[src/design/aisi_pkg.sv]
// Constants for the analog input status image: register map, field layout,
// reset values and timing figures. Shared by the top and its two helpers.
package aisi_pkg;

   localparam int NCH       = 4;
   localparam int DW        = 16;
   localparam int AW        = 5;
   localparam int STAMP_W   = 15;
   localparam int REL_W     = 8;

   // Input image words, at their printed word offsets
   localparam logic [4:0] ADDR_VALUE_BASE = 5'h00;
   localparam logic [4:0] ADDR_STAMP      = 5'h04;
   localparam logic [4:0] ADDR_ERR        = 5'h05;
   localparam logic [4:0] ADDR_FLAGS      = 5'h06;
   // Output image word 0 shares offset 0 for writes; it reads back at offset 5'h10
   localparam logic [4:0] ADDR_RELEASE    = 5'h00;
   localparam logic [4:0] ADDR_RELEASE_RB = 5'h10;
   localparam logic [4:0] ADDR_CFG1       = 5'h11;
   localparam logic [4:0] ADDR_CH_EN      = 5'h12;
   localparam logic [4:0] ADDR_ALM_EN     = 5'h13;
   localparam logic [4:0] ADDR_LATCH_EN   = 5'h14;
   localparam logic [4:0] ADDR_HI_BASE    = 5'h18;
   localparam logic [4:0] ADDR_LO_BASE    = 5'h1C;

   localparam int STAMP_EN_POS = 15;
   localparam int SIGN_POS     = 15;
   localparam int FLG_STRIDE   = 4;
   localparam int FLG_ABOVE    = 0;
   localparam int FLG_BELOW    = 1;
   localparam int FLG_HIGH     = 2;
   localparam int FLG_LOW      = 3;
   localparam int REL_STRIDE   = 2;
   localparam int REL_HIGH     = 0;
   localparam int REL_LOW      = 1;

   localparam logic [15:0] WORD_ZERO    = 16'h0000;
   localparam logic [15:0] FULL_MAX_DEF = 16'h7FFF;
   localparam logic [15:0] FULL_MIN_DEF = 16'h8000;
   localparam logic [15:0] NORM_MAX_DEF = 16'h7C00;
   localparam logic [15:0] NORM_MIN_DEF = 16'h8400;

   localparam int unsigned MS_NS     = 1000000;
   localparam int unsigned CLK_NS    = 25;
   localparam int unsigned MS_CYCLES = MS_NS / CLK_NS;

endpackage

[src/design/aisi_stamp.sv]
// Rolling millisecond counter and the timestamp word captured per update.
// Assumes one clock and a one-cycle update strobe from the converter side.
`timescale 1ns/1ps
`default_nettype none
module aisi_stamp #(
   parameter int unsigned MS_CYCLES = aisi_pkg::MS_CYCLES
) (
   input  wire logic        clk_in,
   input  wire logic        rst_in,
   input  wire logic        smp_valid_in,
   input  wire logic        stamp_en_in,
   output logic [15:0]      stamp_out
);
   import aisi_pkg::*;

   localparam int TW = $clog2(MS_CYCLES);
   localparam logic [TW-1:0] TICK_LAST = TW'(MS_CYCLES - 1);

   logic [TW-1:0]      tick_r;
   logic [STAMP_W-1:0] ms_r;
   wire                tick_w = (tick_r == TICK_LAST);

   always_ff @(posedge clk_in) begin
      if (rst_in) begin
         tick_r <= '0;
         ms_r   <= '0;
      end else begin
         tick_r <= tick_w ? '0 : tick_r + 1'b1;
         if (tick_w) begin
            ms_r <= ms_r + 1'b1;
         end
      end
   end

   // Top bit is spare and always zero
   always_ff @(posedge clk_in) begin
      if (rst_in) begin
         stamp_out <= WORD_ZERO;
      end else if (smp_valid_in) begin
         stamp_out <= stamp_en_in ? {1'b0, ms_r} : WORD_ZERO;
      end
   end

   stamp_cap_a: assert property (@(posedge clk_in) disable iff (rst_in)
      smp_valid_in && stamp_en_in |=> stamp_out == {1'b0, $past(ms_r)})
      else $error("timestamp not captured on update");
   stamp_off_a: assert property (@(posedge clk_in) disable iff (rst_in)
      smp_valid_in && !stamp_en_in |=> stamp_out == WORD_ZERO)
      else $error("timestamp written while disabled");
endmodule
`default_nettype wire

[src/design/aisi_chan.sv]
// One input channel: range and limit compare, clamped conversion word.
// Assumes the sample and open-wire inputs come from logic on the same clock.
`timescale 1ns/1ps
`default_nettype none
module aisi_chan #(
   parameter logic [15:0] FULL_MAX = aisi_pkg::FULL_MAX_DEF,
   parameter logic [15:0] FULL_MIN = aisi_pkg::FULL_MIN_DEF,
   parameter logic [15:0] NORM_MAX = aisi_pkg::NORM_MAX_DEF,
   parameter logic [15:0] NORM_MIN = aisi_pkg::NORM_MIN_DEF
) (
   input  wire logic        clk_in,
   input  wire logic        rst_in,
   input  wire logic        smp_valid_in,
   input  wire logic [15:0] smp_data_in,
   input  wire logic        open_wire_in,
   input  wire logic        chan_en_in,
   input  wire logic        alarm_en_in,
   input  wire logic [15:0] high_thr_in,
   input  wire logic [15:0] low_thr_in,
   output logic [15:0]      data_out,
   output logic             above_out,
   output logic             below_out,
   output logic             high_out,
   output logic             low_out,
   output logic             high_rise_out,
   output logic             low_rise_out
);
   import aisi_pkg::*;

   wire signed [15:0] raw_w   = smp_data_in;
   wire               above_w = raw_w > $signed(NORM_MAX);
   wire               below_w = (raw_w < $signed(NORM_MIN)) | open_wire_in;
   wire               high_w  = alarm_en_in & (raw_w > $signed(high_thr_in));
   wire               low_w   = alarm_en_in & (raw_w < $signed(low_thr_in));
   // Out-of-range input pins the word to the full-range end
   // Open wire wins over any high reading: a broken loop must pin low
   wire [15:0]        data_w  = (~open_wire_in & (high_w | above_w)) ? FULL_MAX :
                                (low_w | below_w) ? FULL_MIN :
                                smp_data_in;

   always_ff @(posedge clk_in) begin
      if (rst_in) begin
         data_out      <= WORD_ZERO;
         above_out     <= 1'b0;
         below_out     <= 1'b0;
         high_out      <= 1'b0;
         low_out       <= 1'b0;
         high_rise_out <= 1'b0;
         low_rise_out  <= 1'b0;
      end else begin
         high_rise_out <= 1'b0;
         low_rise_out  <= 1'b0;
         if (smp_valid_in) begin
            // Disabled channel shows zeros from its next update on; until then data_out holds its last word
            data_out      <= chan_en_in ? data_w : WORD_ZERO;
            above_out     <= chan_en_in & above_w;
            below_out     <= chan_en_in & below_w;
            high_out      <= chan_en_in & high_w;
            low_out       <= chan_en_in & low_w;
            high_rise_out <= chan_en_in & high_w & ~high_out;
            low_rise_out  <= chan_en_in & low_w & ~low_out;
         end
      end
   end
endmodule
`default_nettype wire

[src/design/aisi_top.sv]
// Register image of a four-channel analog input: conversion words,
// timestamp, error summary, range and limit flags, latch release controls.
// Assumes the converter hands one update strobe with all four samples.
//
// Notes on behaviour
// - Words 0 to 3 carry channels 0 to 3, valid when enabled, error free.
// - Conversion words are signed two's complement, bit 15 is sign.
// - Unused input image bits always read zero.
// - Word 5 bits 0 to 3 hold one error flag per channel.
// - Error flag is the OR of above, below, high and low flags.
// - Low flags at word 6 bits 3,7,11,15; data pinned to full minimum.
// - High flags at word 6 bits 2,6,10,14; data pinned to full maximum unless open wire.
// - Unlatched alarm flags clear once the condition goes away.
// - Latched alarm flags stay until the matching release bit clears them.
// - Above-range flags at bits 0,4,8,12; data pinned to full maximum unless open wire.
// - Below-range flags at bits 1,5,9,13, open wire included; data minimum.
// - Range flags clear themselves when data is back in normal range.
// - When enabled, 15-bit 1 ms rolling stamp written to word 4 per update.
// - Stamp enabled or disabled by bit 15 of configuration word 1.
// - Output word 0 bits 0 to 7 hold high and low release bits.
// - Latch released only while release bit is one and condition absent.
// - Alarm rising while release bit is one is not latched.
// - High and low flags clear at once when a channel is disabled; range flags at its next update.
`timescale 1ns/1ps
`default_nettype none
module aisi_top #(
   parameter int unsigned MS_CYCLES = aisi_pkg::MS_CYCLES
) (
   input  wire logic                        REF_CLK_IN,
   input  wire logic                        RST_IN,
   input  wire logic [aisi_pkg::AW-1:0]     ADDR_IN,
   input  wire logic [aisi_pkg::DW-1:0]     WDATA_IN,
   input  wire logic                        WR_IN,
   input  wire logic                        RD_IN,
   output logic      [aisi_pkg::DW-1:0]     RDATA_OUT,
   input  wire logic                        SAMPLE_VALID_IN,
   input  wire logic [4*aisi_pkg::DW-1:0]   SAMPLE_DATA_IN,
   input  wire logic [aisi_pkg::NCH-1:0]    OPEN_WIRE_IN
);
   import aisi_pkg::*;

   // Configuration and control registers
   logic [REL_W-1:0]   release_r;
   logic               stamp_en_r;
   logic [NCH-1:0]     ch_en_r;
   logic [NCH-1:0]     alm_en_r;
   logic [NCH-1:0]     lat_en_r;
   logic [DW-1:0]      hi_thr_r [NCH];
   logic [DW-1:0]      lo_thr_r [NCH];
   logic [DW-1:0]      rdata_r;

   // Per-channel state
   logic [DW-1:0]      value_w  [NCH];
   logic [NCH-1:0]     above_w;
   logic [NCH-1:0]     below_w;
   logic [NCH-1:0]     hi_cond_w;
   logic [NCH-1:0]     lo_cond_w;
   logic [NCH-1:0]     hi_rise_w;
   logic [NCH-1:0]     lo_rise_w;
   logic [NCH-1:0]     hi_lat_r;
   logic [NCH-1:0]     lo_lat_r;
   logic [NCH-1:0]     hi_lat_nxt;
   logic [NCH-1:0]     lo_lat_nxt;
   logic [NCH-1:0]     hi_flag_w;
   logic [NCH-1:0]     lo_flag_w;
   logic [NCH-1:0]     err_w;
   logic [NCH-1:0]     rel_hi_w;
   logic [NCH-1:0]     rel_lo_w;
   logic [DW-1:0]      flags_w;
   logic [DW-1:0]      stamp_w;

   // Address decode
   wire [1:0] idx_w      = ADDR_IN[1:0];
   wire       wr_rel_w   = WR_IN && (ADDR_IN == ADDR_RELEASE);
   wire       wr_cfg1_w  = WR_IN && (ADDR_IN == ADDR_CFG1);
   wire       wr_chen_w  = WR_IN && (ADDR_IN == ADDR_CH_EN);
   wire       wr_alm_w   = WR_IN && (ADDR_IN == ADDR_ALM_EN);
   wire       wr_lat_w   = WR_IN && (ADDR_IN == ADDR_LATCH_EN);
   wire       wr_hi_w    = WR_IN && (ADDR_IN[4:2] == ADDR_HI_BASE[4:2]);
   wire       wr_lo_w    = WR_IN && (ADDR_IN[4:2] == ADDR_LO_BASE[4:2]);
   wire       rd_value_w = ADDR_IN[4:2] == ADDR_VALUE_BASE[4:2];
   wire       rd_hi_w    = ADDR_IN[4:2] == ADDR_HI_BASE[4:2];
   wire       rd_lo_w    = ADDR_IN[4:2] == ADDR_LO_BASE[4:2];

   // Controller keeps bits 8..15 zero; they are not stored anyway
   always_ff @(posedge REF_CLK_IN) begin
      if (RST_IN) begin
         release_r <= '0;
      end else if (wr_rel_w) begin
         release_r <= WDATA_IN[REL_W-1:0];
      end
   end

   always_ff @(posedge REF_CLK_IN) begin
      if (RST_IN) begin
         stamp_en_r <= 1'b0;
         ch_en_r    <= '0;
         alm_en_r   <= '0;
         lat_en_r   <= '0;
      end else begin
         if (wr_cfg1_w) begin
            stamp_en_r <= WDATA_IN[STAMP_EN_POS];
         end
         if (wr_chen_w) begin
            ch_en_r <= WDATA_IN[NCH-1:0];
         end
         if (wr_alm_w) begin
            alm_en_r <= WDATA_IN[NCH-1:0];
         end
         if (wr_lat_w) begin
            lat_en_r <= WDATA_IN[NCH-1:0];
         end
      end
   end

   aisi_stamp #(
      .MS_CYCLES (MS_CYCLES)
   ) u_stamp (
      .clk_in       (REF_CLK_IN),
      .rst_in       (RST_IN),
      .smp_valid_in (SAMPLE_VALID_IN),
      .stamp_en_in  (stamp_en_r),
      .stamp_out    (stamp_w)
   );

   genvar g;
   generate
      for (g = 0; g < NCH; g++) begin : g_ch
         always_ff @(posedge REF_CLK_IN) begin
            if (RST_IN) begin
               hi_thr_r[g] <= WORD_ZERO;
               lo_thr_r[g] <= WORD_ZERO;
            end else begin
               if (wr_hi_w && idx_w == 2'(g)) begin
                  hi_thr_r[g] <= WDATA_IN;
               end
               if (wr_lo_w && idx_w == 2'(g)) begin
                  lo_thr_r[g] <= WDATA_IN;
               end
            end
         end

         aisi_chan u_chan (
            .clk_in        (REF_CLK_IN),
            .rst_in        (RST_IN),
            .smp_valid_in  (SAMPLE_VALID_IN),
            .smp_data_in   (SAMPLE_DATA_IN[g*DW +: DW]),
            .open_wire_in  (OPEN_WIRE_IN[g]),
            .chan_en_in    (ch_en_r[g]),
            .alarm_en_in   (alm_en_r[g]),
            .high_thr_in   (hi_thr_r[g]),
            .low_thr_in    (lo_thr_r[g]),
            .data_out      (value_w[g]),
            .above_out     (above_w[g]),
            .below_out     (below_w[g]),
            .high_out      (hi_cond_w[g]),
            .low_out       (lo_cond_w[g]),
            .high_rise_out (hi_rise_w[g]),
            .low_rise_out  (lo_rise_w[g])
         );

         assign rel_hi_w[g] = release_r[g*REL_STRIDE+REL_HIGH];
         assign rel_lo_w[g] = release_r[g*REL_STRIDE+REL_LOW];

         // A rise seen while release is held does not latch
         assign hi_lat_nxt[g] = lat_en_r[g] & ch_en_r[g] &
                                ((hi_rise_w[g] & ~rel_hi_w[g]) |
                                 (hi_lat_r[g] & ~(rel_hi_w[g] & ~hi_cond_w[g])));
         assign lo_lat_nxt[g] = lat_en_r[g] & ch_en_r[g] &
                                ((lo_rise_w[g] & ~rel_lo_w[g]) |
                                 (lo_lat_r[g] & ~(rel_lo_w[g] & ~lo_cond_w[g])));

         always_ff @(posedge REF_CLK_IN) begin
            if (RST_IN) begin
               hi_lat_r[g] <= 1'b0;
               lo_lat_r[g] <= 1'b0;
            end else begin
               hi_lat_r[g] <= hi_lat_nxt[g];
               lo_lat_r[g] <= lo_lat_nxt[g];
            end
         end

         // Unlatched flags simply follow the live condition
         assign hi_flag_w[g] = ch_en_r[g] & (hi_cond_w[g] | hi_lat_r[g]);
         assign lo_flag_w[g] = ch_en_r[g] & (lo_cond_w[g] | lo_lat_r[g]);
         assign err_w[g]     = above_w[g] | below_w[g] |
                               hi_flag_w[g] | lo_flag_w[g];

         assign flags_w[g*FLG_STRIDE+FLG_ABOVE] = above_w[g];
         assign flags_w[g*FLG_STRIDE+FLG_BELOW] = below_w[g];
         assign flags_w[g*FLG_STRIDE+FLG_HIGH]  = hi_flag_w[g];
         assign flags_w[g*FLG_STRIDE+FLG_LOW]   = lo_flag_w[g];

         over_clamp_a: assert property (@(posedge REF_CLK_IN) disable iff (RST_IN)
            SAMPLE_VALID_IN && ch_en_r[g] && !OPEN_WIRE_IN[g] &&
            $signed(SAMPLE_DATA_IN[g*DW +: DW]) > $signed(NORM_MAX_DEF)
            |=> above_w[g] && value_w[g] == FULL_MAX_DEF)
            else $error("above range not flagged or not pinned");

         open_wire_a: assert property (@(posedge REF_CLK_IN) disable iff (RST_IN)
            SAMPLE_VALID_IN && ch_en_r[g] && OPEN_WIRE_IN[g]
            |=> below_w[g] && value_w[g] == FULL_MIN_DEF)
            else $error("open wire not reported as below range");

         latch_hold_a: assert property (@(posedge REF_CLK_IN) disable iff (RST_IN)
            hi_lat_r[g] && lat_en_r[g] && ch_en_r[g] && !rel_hi_w[g]
            |=> hi_lat_r[g])
            else $error("latched high alarm dropped without release");

         release_wait_a: assert property (@(posedge REF_CLK_IN) disable iff (RST_IN)
            lo_lat_r[g] && rel_lo_w[g] && lo_cond_w[g] && lat_en_r[g] && ch_en_r[g]
            |=> lo_lat_r[g])
            else $error("low latch released while condition persists");

         release_done_a: assert property (@(posedge REF_CLK_IN) disable iff (RST_IN)
            hi_lat_r[g] && rel_hi_w[g] && !hi_cond_w[g] && !hi_rise_w[g]
            |=> !hi_lat_r[g])
            else $error("high latch not released");

         no_latch_a: assert property (@(posedge REF_CLK_IN) disable iff (RST_IN)
            hi_rise_w[g] && rel_hi_w[g] && !hi_lat_r[g] |=> !hi_lat_r[g])
            else $error("alarm latched while release bit set");

         unlatched_a: assert property (@(posedge REF_CLK_IN) disable iff (RST_IN)
            !lat_en_r[g] ##1 !hi_cond_w[g] |-> !hi_flag_w[g])
            else $error("unlatched high flag outlives its condition");

         disabled_a: assert property (@(posedge REF_CLK_IN) disable iff (RST_IN)
            SAMPLE_VALID_IN && !ch_en_r[g] ##1 !ch_en_r[g]
            |-> flags_w[g*FLG_STRIDE +: FLG_STRIDE] == '0 && !err_w[g])
            else $error("status flags shown for disabled channel");

         pass_through_a: assert property (@(posedge REF_CLK_IN) disable iff (RST_IN)
            SAMPLE_VALID_IN && ch_en_r[g] && !alm_en_r[g] && !OPEN_WIRE_IN[g] &&
            $signed(SAMPLE_DATA_IN[g*DW +: DW]) <= $signed(NORM_MAX_DEF) &&
            $signed(SAMPLE_DATA_IN[g*DW +: DW]) >= $signed(NORM_MIN_DEF)
            |=> value_w[g] == $past(SAMPLE_DATA_IN[g*DW +: DW]) && !above_w[g] && !below_w[g])
            else $error("in-range sample not passed unchanged");

         err_or_a: assert property (@(posedge REF_CLK_IN) disable iff (RST_IN)
            err_w[g] == |flags_w[g*FLG_STRIDE +: FLG_STRIDE])
            else $error("error summary differs from flag OR");
      end
   endgenerate

   // Read mux; everything unmapped reads zero
   wire [DW-1:0] err_word_w = {{(DW-NCH){1'b0}}, err_w};
   wire [DW-1:0] rel_word_w = {{(DW-REL_W){1'b0}}, release_r};
   wire [DW-1:0] en_word_w  = {{(DW-NCH){1'b0}}, ch_en_r};
   wire [DW-1:0] alm_word_w = {{(DW-NCH){1'b0}}, alm_en_r};
   wire [DW-1:0] lat_word_w = {{(DW-NCH){1'b0}}, lat_en_r};
   wire [DW-1:0] cfg1_w     = {stamp_en_r, {(DW-1){1'b0}}};
   wire [DW-1:0] rd_mux_w   =
      rd_value_w                    ? value_w[idx_w]  :
      (ADDR_IN == ADDR_STAMP)       ? stamp_w         :
      (ADDR_IN == ADDR_ERR)         ? err_word_w      :
      (ADDR_IN == ADDR_FLAGS)       ? flags_w         :
      (ADDR_IN == ADDR_RELEASE_RB)  ? rel_word_w      :
      (ADDR_IN == ADDR_CFG1)        ? cfg1_w          :
      (ADDR_IN == ADDR_CH_EN)       ? en_word_w       :
      (ADDR_IN == ADDR_ALM_EN)      ? alm_word_w      :
      (ADDR_IN == ADDR_LATCH_EN)    ? lat_word_w      :
      rd_hi_w                       ? hi_thr_r[idx_w] :
      rd_lo_w                       ? lo_thr_r[idx_w] :
      WORD_ZERO;

   // Data stand only in the cycle after the strobe
   always_ff @(posedge REF_CLK_IN) begin
      if (RST_IN) begin
         rdata_r <= WORD_ZERO;
      end else begin
         rdata_r <= RD_IN ? rd_mux_w : WORD_ZERO;
      end
   end

   assign RDATA_OUT = rdata_r;

   rd_flags_a: assert property (@(posedge REF_CLK_IN) disable iff (RST_IN)
      RD_IN && ADDR_IN == ADDR_FLAGS |=> RDATA_OUT == $past(flags_w))
      else $error("flag word read back wrong");

   err_spare_a: assert property (@(posedge REF_CLK_IN) disable iff (RST_IN)
      RD_IN && ADDR_IN == ADDR_ERR |=> RDATA_OUT[DW-1:NCH] == '0 &&
      RDATA_OUT[NCH-1:0] == $past(err_w))
      else $error("error word spare bits not zero");

   stamp_msb_a: assert property (@(posedge REF_CLK_IN) disable iff (RST_IN)
      RD_IN && ADDR_IN == ADDR_STAMP |=> !RDATA_OUT[SIGN_POS])
      else $error("timestamp spare bit set");

   rd_idle_a: assert property (@(posedge REF_CLK_IN) disable iff (RST_IN)
      !RD_IN |=> RDATA_OUT == WORD_ZERO)
      else $error("read data outside its cycle");

   rel_store_a: assert property (@(posedge REF_CLK_IN) disable iff (RST_IN)
      wr_rel_w |=> release_r == $past(WDATA_IN[REL_W-1:0]))
      else $error("release bits not stored");
endmodule
`default_nettype wire

[config.mk]
export PLATFORM = sky130hd
export DESIGN_NAME = aisi_top
export DESIGN_NICKNAME = d
export VERILOG_FILES = /design/src/design/aisi_pkg.sv /design/src/design/aisi_stamp.sv /design/src/design/aisi_chan.sv /design/src/design/aisi_top.sv
export SDC_FILE = /design/constraint.sdc
export NUM_CORES = 1
export LEC_CHECK = 0
export BUFFER_PORTS_ARGS = -buffer_cell sky130_fd_sc_hd__buf_2
export CAP_MARGIN = 15
export CORE_MARGIN = 8
export CORE_UTILIZATION = 40
export CTS_BUF_LIST = sky130_fd_sc_hd__clkbuf_2
export DETAILED_ROUTE_END_ITERATION = 16
export SLEW_MARGIN = 30
export SYNTH_ARGS = -nofsm -noshare
export SYNTH_HDL_FRONTEND = slang
export SYNTH_SLANG_ARGS = --single-unit
[constraint.sdc]
create_clock -name REF_CLK_IN -period 4.9 [get_ports REF_CLK_IN]
set_input_delay 0.735 -clock REF_CLK_IN [delete_from_list [all_inputs] [get_ports REF_CLK_IN]]
set_output_delay 0.735 -clock REF_CLK_IN [all_outputs]
set_load 0.01 [all_outputs]
* Yosys cells after proc, flatten, opt, wreduce, memory -nomap -nowiden
Memory sizes are Yosys's and may differ from the RTL's.
Index checks and enable logic that the tools add are counted.
** Storage, ports and cells
- Bits in registers :: 180
- Memory bits (writable) :: 128
- Output and inout bits :: 16
- Logic and storage cells :: 321
- Memories :: 2
** Operators by class
- Add/sub/neg operators :: 2
- $lt $le $gt $ge :: 17
- Equal/unequal tests :: 14
- Mux-type cells :: 61
- Bitwise operators :: 159
- Reduce and logical (&&, ||, !) cells :: 21
** Memory list
- hi_thr_r :: depth 4, bits a word 16, read ports 5, clocked after Yosys merged registers in 0, write ports 4, line aisi_top.sv:48 : logic [DW-1:0] hi_thr_r [NCH];
- lo_thr_r :: depth 4, bits a word 16, read ports 5, clocked after Yosys merged registers in 0, write ports 4, line aisi_top.sv:49 : logic [DW-1:0] lo_thr_r [NCH];
** Operators by type and width (number)
- 16-bit two-way mux :: 33
- 1-bit AND :: 80
- 16-bit greater-than comparator :: 4
- 16-bit greater-than comparator (second input constant) :: 4
- 16-bit less-than comparator :: 4
- 16-bit less-than comparator (second input constant) :: 4
- 1-bit OR :: 48
- 16-bit binary-select mux with 2-bit select :: 1
- 1-bit inverter :: 30
- 1-bit two-way mux :: 26
- 5-bit equality test (second input constant) :: 5
- 16-bit by 1-bit adder with 16-bit output (second input constant) :: 1
- 16-bit equality test (second input constant) :: 1
- 15-bit by 1-bit adder with 15-bit output (second input constant) :: 1
- 5-bit by 3-bit equality test with 1-bit output (second input constant) :: 3
- 1-bit logical AND :: 15
- 15-bit two-way mux :: 1
- 3-bit equality test (second input constant) :: 2
- 2-bit OR reduction :: 3
- 5-bit logical NOT :: 1
- 2-bit equality test (second input constant) :: 2
- 3-bit greater-or-equal comparator (second input constant) :: 1
- 3-bit logical NOT :: 1
- 2-bit inverter with 3-bit output :: 1
- 2 further kinds :: 2

* Logic depth before layout (Yosys ltp)
Gate-level depths: netlist (run 1).
- Depth in word-level cells :: 12
- Mapped depth :: 9

* By module
From an unflattened synthesis (run 1), not the netlist that was laid out.
** Unflattened totals
- Cells, all modules :: 1734
- Area total of the unflattened synthesis :: 17710.7 um^2
** By module, submodules not included
- aisi_top :: instances 1, cells an instance 711, area each 8816.0 um^2, seq. area each 4744.6 um^2
- aisi_chan (g_ch[0].u_chan ...) :: instances 3, cells an instance 186, area each 1661.6 um^2, seq. area each 440.4 um^2
- aisi_stamp :: instances 1, cells an instance 229, area each 1974.4 um^2, seq. area each 920.9 um^2
- aisi_chan (g_ch[1].u_chan) :: instances 1, cells an instance 236, area each 1935.6 um^2, seq. area each 440.4 um^2

* Least setup slack after synthesis (run 1)
No wires, ideal clock.
- Kind :: input to register
- From :: input ADDR_IN[0] (netlist name)
- To :: memory hi_thr_r[1][0], enable pin
- Library setup time :: 0.392 ns
- Data arrival time :: 2.672 ns
- Slack :: 1.835 ns
- Stages on the path :: 6
- Path buffers :: 4
- Path through :: buf_2 > buf_2 > buf_2 > buf_2 > nand2_1 > o21bai_1
** RTL lines
- start, declared :: line aisi_top.sv:31 : input wire logic [aisi_pkg::AW-1:0] ADDR_IN,
- end, declared :: line aisi_top.sv:48

* Final worst setup path (run 1)
- From :: input SAMPLE_DATA_IN[62] (netlist name)
- To :: register g_ch[3].u_chan.data_out[3]
** On the way
- Word-level cells in the longest chain between the ends :: 6
- Elaborated cells between the ends (all ways) :: 13
- Those cells by class :: order compare: 4; mux: 3; bitwise: 6
** Ends and longest elaborated chain
- start, declared :: line aisi_top.sv:37 : input wire logic [4*aisi_pkg::DW-1:0] SAMPLE_DATA_IN,
- 16-bit less-than comparator (tied with other cells) :: line aisi_chan.sv:34 : wire low_w = alarm_en_in & (raw_w < $signed(low_thr_in));
- 1-bit AND (tied with other cells) :: line aisi_chan.sv:34
- 1-bit OR (on tied branches) :: line aisi_chan.sv:38, aisi_chan.sv:37
- 16-bit two-way mux / 1-bit AND (equally long branches) :: line aisi_chan.sv:38, aisi_chan.sv:37
- 16-bit two-way mux (*) :: line aisi_chan.sv:37 : wire [15:0] data_w = (~open_wire_in & (high_w | above_w)) ? FULL_MAX :
- 16-bit two-way mux (*) :: line aisi_chan.sv:55 : data_out <= chan_en_in ? data_w : WORD_ZERO;
- end signal, assigned :: line aisi_chan.sv:55
- end, declared :: line aisi_chan.sv:20 : output logic [15:0] data_out,
Mark *: on every way between the ends. The rest lies on a longest branch, timed or not.
A chain may end at the register's enable or synchronous reset.

==> results of run 1 <==
-- critical path, delay by kind of cell --
kind                     cells  cell delay [ns]
adder cells (fa/ha/maj)      1             0.30
AO/OA/AOI/OAI                3             1.76
AND/OR/NAND/NOR              2             0.52
buffers and inverters        2             0.71
-- registers in the layout (all words and copies together) (netlist names), 8 cells and up --
register              flops
g_ch.u_chan.data_out     64
hi_thr_r                 64
lo_thr_r                 64
RDATA_OUT                16
u_stamp.tick_r           16
u_stamp.ms_r             15
u_stamp.stamp_out        15
release_r                 8
-- per-stage QoR --
| step | utilization [%] | cells | hold WS [ns] | setup WS, ns |
|---|---|---|---|---|
| after global placement | 43.2 | 2190 | 0.426 | 0.483 |
| after global routing | 45.9 | 2356 | 0.0120 | 1.73 |
| final | 45.9 | 2356 | 0.0914 | 1.77 |
| after floorplan | - | 1601 | 0.413 | 1.84 |
| after detailed placement | 43.4 | 2190 | 0.433 | 1.36 |
| after CTS | 45.7 | 2354 | 0.0000353 | 1.86 |
-- report_power, final --
part / switching [mW] / internal (mW) / total (mW)
sequential: 0.0467 / 2.73 / 2.77
clock: 1.11 / 0.778 / 1.89
combinational: 0.456 / 0.248 / 0.704
-- how the worst max path moves through the flow --
stage	start	end	slack (ns)	cells after the start
finish	SAMPLE_DATA_IN[62]	g_ch[3].u_chan.data_out[3]$_SDFFE_PP0P_	1.77	8
global route	hi_thr_r[3][15]$_SDFFCE_PN0P_	g_ch[3].u_chan.data_out[0]$_SDFFE_PP0P_	1.73	7
CTS	hi_thr_r[3][15]$_SDFFCE_PN0P_	g_ch[3].u_chan.data_out[3]$_SDFFE_PP0P_	1.86	7
detailed placement	SAMPLE_DATA_IN[63]	g_ch[3].u_chan.data_out[3]$_SDFFE_PP0P_	1.36	7
global placement	SAMPLE_DATA_IN[63]	g_ch[3].u_chan.data_out[1]$_SDFFE_PP0P_	0.48	7
floorplan	ADDR_IN[0]	hi_thr_r[1][0]$_SDFFCE_PN0P_	1.84	6
-- area by class of cell --
cell class                 count  area (µm²)
antenna                        2        5.00
multi-input combinational   1079        8420
clock inverter                23         149
timing repair buffer         145         861
sequential                   307        7430
inverter                     144         541
clock buffer                 124         621
tap                          532         666
fill                        3930       22000
-- synthesized netlist by cell type (all sizes together) (6+ instances only) --
cell type	number	area (µm²)
buf	24	113
nand2	96	360
a221oi	8	70.1
mux4	43	968
a21oi	67	335
xnor2	10	87.6
nor4	15	100
a22o	15	131
nand3	31	155
nor2	120	450
dfxtp	179	3580
and2	135	845
xor2	12	105
a2111oi	6	60.1
edfxtp	128	3840
o21bai	11	82.6
nor3	27	140
ha	126	1580
or3	14	87.6
a222oi	9	90.1
a31oi	13	81.3
nand2b	10	65.1
nor2b	8	57.6
nand4	32	200
a21o	7	52.6
a211oi	12	95.1
o31ai	6	50.1
a221o	64	641
mux2i	23	230
clkbuf	47	176
inv	144	541
o21ai	67	335
-- per-layer routing --
layer | share of wire [%] | vias to the layer above | track usage, %
met5 | 0.046 | - | 0
met4 | 5.6 | 4 | 13.4
met3 | 8.2 | 157 | 5.49
met2 | 45 | 696 | 38.2
met1 | 41 | 6716 | 31.4
li1 | - | 6295 | -
-- timing repair --
| item | CTS | global route |
|---|---|---|
| hold buffers | 17 | 0 |
| gates resized for setup | 0 | 0 |
| buffers inserted | 0 | 0 |
| hold endpoints to repair | 17 | 0 |
-- cell families after synthesis --
logic type / count (synthesis) / synth area share (%)
adder cells (fa/ha/maj): 126 / 9.55
flip-flops: 307 / 45.0
multiplexers: 69 / 7.47
AO/OA/AOI/OAI: 332 / 14.8
buffers and inverters: 215 / 5.03
AND/OR/NAND/NOR: 530 / 17.0
XOR/XNOR: 22 / 1.17
==> reports/results.txt, run 1 <==
Unrepaired setup endpoints after global routing - false
Largest stage delay, worst path - 0.87 ns
Finish-stage setup viols - 0
Full die area - 48000 µm²
DRC viols - 0
Clock latency on the worst-skew pair - 0.99 ns
PwrDens - 287 nW/µm²
Number of synthesized flops with an enable pin - 128
# rows - 74
Root Buffer - clkbuf_2
Leak - 7.77 nW
Detail Route Antenna Nets - 0
WS Path Type - input port to register
Startpoint Class - input port
Via/cell ratio - 5.89
Worst-margin pin slew - 1.08 ns
Longest Clk Path Bufs - 3
Clock slew seen by the registers of the worst setup and hold paths - 0.10 ns
Crit path cell chain - dlygate4sd3_1 -> buf_2 -> ha_1 -> nand4_1 -> a2111oi_2 -> nor4_1 -> o31ai_4 -> a221o_1
Syn avg cell area - 10.3 µm²
Power Total - 5.37 mW
Via count - 13.9k
CTS tree - done
Post-DP Area - 17700 µm²
Warning count from the yosys run - 0
Die Span Y - 219 µm
Initial Utilization - 40.5%
GRT Residual Overflow - 0
CP required - 5.81 ns
Max-Slew Margin vs Limit - 27.3%
Critical Path End Type - register
R2r worst-path depth - 7
First-pass GRT wire length - 87700 µm
DR pass1 iterations - 8
Final wirelength - 59300 µm
CORE AREA - 40700 µm²
Fin crit share - 63.9%
Clock tree sinks - 307
Mapped Nets - 1821
Critical path data arrival time - 4.04 ns
Worst hold path endpoint - g_ch[3].u_chan.data_out[6]$_SDFFE_PP0P_
Max Fclk - 0.319 GHz
Synth Register Bits - 307
CTS Buf Count - 85
Final setup TNS - 0 ns
Die Wd - 219 µm
Fraction of registers with async set/reset - 0%
Synth cell types - 84
Vias in the first global route - 13.8k
Port Buffers - 109
Hold Startpoint - SAMPLE_DATA_IN[54]
Worst R2R End - g_ch[3].u_chan.data_out[3]$_SDFFE_PP0P_
R2R setup slack - 1.83 ns
Area grow syn2layout - 13.3%
Max-cap viol count - 0
Final instance area - 18700 µm²
RePlAce Congestion - 0.960
Maximum net fanout on the critical path - 13
Antenna violations before repair - 7
Hold Crit Depth - 2
Max Slew Vio Count - 0
Final hold vios - 0
# H-tree levels - 3
Detail Placement HPWL - 45600 µm
Detailed Route Iter0 Violations - 1527
Maximum vdd drop - 0.157 mV
Top FF cell, synth - dfxtp_1
Proportion of synthesized chip area in sequential cells - 45.0%
Slowest stage cell, crit path - a2111oi_2
Commonest non-fill, non-tap cell in the layout - dfxtp_1
Cell Area, Synth - 16500 µm²
RR Startpoint - hi_thr_r[3][15]$_SDFFCE_PN0P_
I/O pins - 110
Minimum clock period - 3.13 ns
Hold crit path type - input port to register
Final #Nets - 1982
Wire per inst - 25.2 µm
Most frequent cells in the layout - dfxtp_1 (179), inv_1 (144), and2_1 (134)
Clock Skews - 0.0734 ns
Syn Inst Count - 1601
Overall routing resource usage - 24.5%
Largest net degree at the start of global routing - 43
Layout cells sized above 1 - 19.1%
Outcome - finished clean
Note: power is estimated with default switching activity, not from simulation.
==> run 2: changes to the inputs <==
ABC_AREA = 1   (was not set)
clock period = 3.1 ns   (was 4.9 ns; I/O delays follow)
==> reports/results.txt, run 2 <==
Die Span Y - 222 µm (was 219 µm)
Setup repair bufs after CTS - 0 (unchanged)
Proportion of synthesized chip area in sequential cells - 43.7% (was 45.0%)
CTS Buf Count - 84 (was 85)
Fin crit share - 91.7%
Startpoint Class - register (was input port)
Warning count from the yosys run - 0 (unchanged)
Worst-margin pin slew - 0.901 ns (was 1.08 ns)
Detailed Route Iter0 Violations - 1582 (was 1527)
Max Fclk - 0.352 GHz
Net Sw Frac - 31.7% (was 30.1%)
Crit path max-delay family - simple AND/OR/NAND/NOR gates (was compound AO/OA/AOI/OAI gates)
Port Buffers - 109 (unchanged)
Synth Register Bits - 307 (unchanged)
Post-synth top area share - 22.6% (was 23.3%)
Max-Slew Margin vs Limit - 39.6% (was 27.3%)
DRC viols - 0 (unchanged)
Syn Inst Count - 2187 (was 1601)
Slowest stage cell, crit path - dlygate4sd3_1 (was a2111oi_2)
GRT Residual Overflow - 0 (unchanged)
Clock Skews - 0.0686 ns (was 0.0734 ns)
Critical Path End Type - register (unchanged)
Syn avg cell area - 7.76 µm² (was 10.3 µm²)
Clock share of power - 34.1% (was 35.3%)
CP bufs+invs - 3 (was 2)
Sequential power share - 50.7% (was 51.6%)
Fraction of registers with async set/reset - 0% (unchanged)
Clock tree sinks - 307 (unchanged)
Max-cap viol count - 0 (unchanged)
Wire per inst - 21.4 µm (was 25.2 µm)
Outcome - finished clean (unchanged)
Cell Area, Synth - 17000 µm² (was 16500 µm²)
Via/cell ratio - 5.42 (was 5.89)
Die Wd - 222 µm (was 219 µm)
Unrepaired setup endpoints after global routing - false (unchanged)
CP required - 4.08 ns (was 5.81 ns)
PwrDens - 428 nW/µm² (was 287 nW/µm²)
Maximum vdd drop - 0.215 mV (was 0.157 mV)
Crit path cell chain - inv_1 -> ha_1 -> nand2_1 -> nor4_1 -> nand2_1 -> nand2_1 -> nand2_1 -> nand3_1 -> buf_4 -> nand3_1 -> dlygate4sd3_1 -> nand2_1 -> nand2_1 -> nand2_1 (was dlygate4sd3_1 -> buf_2 -> ha_1 -> nand4_1 -> a2111oi_2 -> nor4_1 -> o31ai_4 -> a221o_1)
Most frequent cells in the layout - nand2_1 (566), inv_1 (270), nor2_1 (226) (was dfxtp_1 (179), inv_1 (144), and2_1 (134))
Maximum net fanout on the critical path - 16 (was 13)
Critical path data arrival time - 3.82 ns (was 4.04 ns)
Full die area - 49300 µm² (was 48000 µm²)
Via count - 16.7k (was 13.9k)
Hold_ws - 0.193 ns (was 0.0914 ns)
Area grow syn2layout - 18.7% (was 13.3%)
Dominant cell type by area after synthesis - edfxtp_1 (unchanged)
Largest net degree at the start of global routing - 60 (was 43)
Largest registers - g_ch.u_chan.data_out (64), hi_thr_r (64), lo_thr_r (64) (unchanged)
Utilization after layout - 48.1% (was 45.9%)
Antenna violations before repair - 3 (was 7)
Detail Route Antenna Nets - 0 (unchanged)
Final setup TNS - 0 ns (unchanged)
Vias in the first global route - 16.6k (was 13.8k)
Detail Placement HPWL - 50200 µm (was 45600 µm)
Clock slew seen by the registers of the worst setup and hold paths - 0.11 ns (was 0.10 ns)
Longest Clk Path Bufs - 3 (unchanged)
Switching power - 2.74 mW (was 1.62 mW)
Initial Utilization - 40.5% (about the same)
RePlAce Congestion - 0.974 (was 0.960)
Crit path top cell by count - nand2_1
Synth top cells by count - nand2_1 (566), inv_1 (270), nor2_1 (229), dfxtp_1 (179), a21oi_1 (129) (was dfxtp_1 (179), inv_1 (144), and2_1 (134), edfxtp_1 (128), ha_1 (126))
Clock latency on the worst-skew pair - 1.06 ns (was 0.99 ns)
First-pass GRT wire length - 98700 µm (was 87700 µm)
Top FF cell, synth - dfxtp_1 (unchanged)
Final wirelength - 65900 µm (was 59300 µm)
Overall routing resource usage - 26.2% (was 24.5%)
Final #Nets - 2691 (was 1982)
DR pass1 iterations - 5 (was 8)
Mapped Nets - 2407 (was 1821)
Max Slew Vio Count - 0 (unchanged)
Layout cells sized above 1 - 12.7% (was 19.1%)
Leak - 9.17 nW (was 7.77 nW)
CTS tree - done (unchanged)
Root Buffer - clkbuf_2 (unchanged)
# H-tree levels - 3 (unchanged)
Number of synthesized flops with an enable pin - 128 (unchanged)
Area contributors post-synth - edfxtp_1 (23%), dfxtp_1 (21%), nand2_1 (13%), ha_1 (9.3%), inv_1 (6.0%) (was edfxtp_1 (23%), dfxtp_1 (22%), ha_1 (9.6%), mux4_2 (5.9%), and2_1 (5.1%))
Minimum clock period - 2.84 ns
Hold crit path type - input port to register (unchanged)
Commonest non-fill, non-tap cell in the layout - nand2_1 (was dfxtp_1)
CORE AREA - 41900 µm² (was 40700 µm²)
Combinational share of power - 15.2% (was 13.1%)
Largest stage delay, worst path - 0.59 ns (was 0.87 ns)
Int Pwr - 5.90 mW (was 3.75 mW)
Synth cell types - 49 (was 84)
Most frequent cell after synthesis - nand2_1 (was dfxtp_1)
WS Path Type - register to register (was input port to register)
Finish-stage setup viols - 0 (unchanged)
# rows - 75 (was 74)
I/O pins - 110 (unchanged)
Final hold vios - 0 (unchanged)
[run 2: final cells by class]
cell class | count | area, µm²
flip-flops and latches | 307 | 7430
diodes | 3 | 7.51
fillers | 4172 | 21800
multi-input cells | 1524 | 8170
clock inverters | 30 | 166
inverters | 287 | 1080
repair buffers | 267 | 2030
clock buffers | 120 | 601
well taps | 539 | 674
[run 2: power by group through the flow]
stage               clock, mW  combinational (mW)  sequential (mW)
floorplan                   0               0.666             4.44
global placement            0                1.14             4.47
detailed placement          0                1.16             4.47
CTS                      3.02                1.28             4.38
global route             3.21                1.43             4.39
finish                   2.95                1.31             4.38
[run 2: tightest hold or removal path, stage by stage]
cell     delay (ns)
buf_2          0.18
inv_4          0.15
nor3_4         0.10
nand2_1        0.07
nand2_1        0.09
[run 2: worst paths after layout]
| kind | from | end | slack, ns | cells past startpoint |
|---|---|---|---|---|
| max reg2reg | lo_thr_r[1][15]$_SDFFCE_PN0P_ | g_ch[1].u_chan.data_out[3]$_SDFFE_PP0P_ | 0.26 | 14 |
| max | lo_thr_r[1][15]$_SDFFCE_PN0P_ | g_ch[1].u_chan.data_out[3]$_SDFFE_PP0P_ | 0.26 | 14 |
| min | ADDR_IN[2] | lo_thr_r[2][15]$_SDFFCE_PN0P_ | 0.19 | 5 |
| min reg2reg | g_ch[0].u_chan.high_out$_SDFFE_PP0P_ | g_ch[0].u_chan.high_rise_out$_SDFF_PP0_ | 0.41 | 1 |
[run 2: timing repair]
item | CTS | global route
hold buffers | 121 | 0
hold endpoints to repair | 210 | 0
endpoints found under the setup margin | 0 | 1
resized for setup | 0 | 1
[run 2: logic make-up (layout without fill, tap and decap cells)]
family | count (synthesis) | count (layout) | synth area share (%)
AOI/OAI and AO/OA | 353 | 353 | 12.1
xor gates and xnor gates | 10 | 10 | 0.516
adders and majority gates | 126 | 126 | 9.28
buffers and inverters | 356 | 704 | 8.33
DFF | 307 | 307 | 43.7
other | 0 | 3 | 0
and+or+nand+nor | 1035 | 1035 | 26.0
[run 2: through the flow]
step / power (mW) / worst slack (ns) / cells / area, µm²
after CTS: 8.67 / 0.255 / 3074 / 20100
after global placement: 5.61 / 0.450 / 2803 / 18200
after floorplan: 5.10 / 1.01 / 2187 / 17000
after global routing: 9.03 / 0.0179 / 3077 / 20200
final: 8.64 / 0.257 / 3077 / 20200
after detailed placement: 5.63 / 0.470 / 2803 / 18200
[run 2: per-layer routing]
layer	vias up	part of all wire, %	global-route usage [%]
li1	7932	-	-
met1	7779	41	32.6
met2	778	46	42.0
met3	188	8.8	5.73
met4	2	5.0	13.7
met5	-	0.012	0
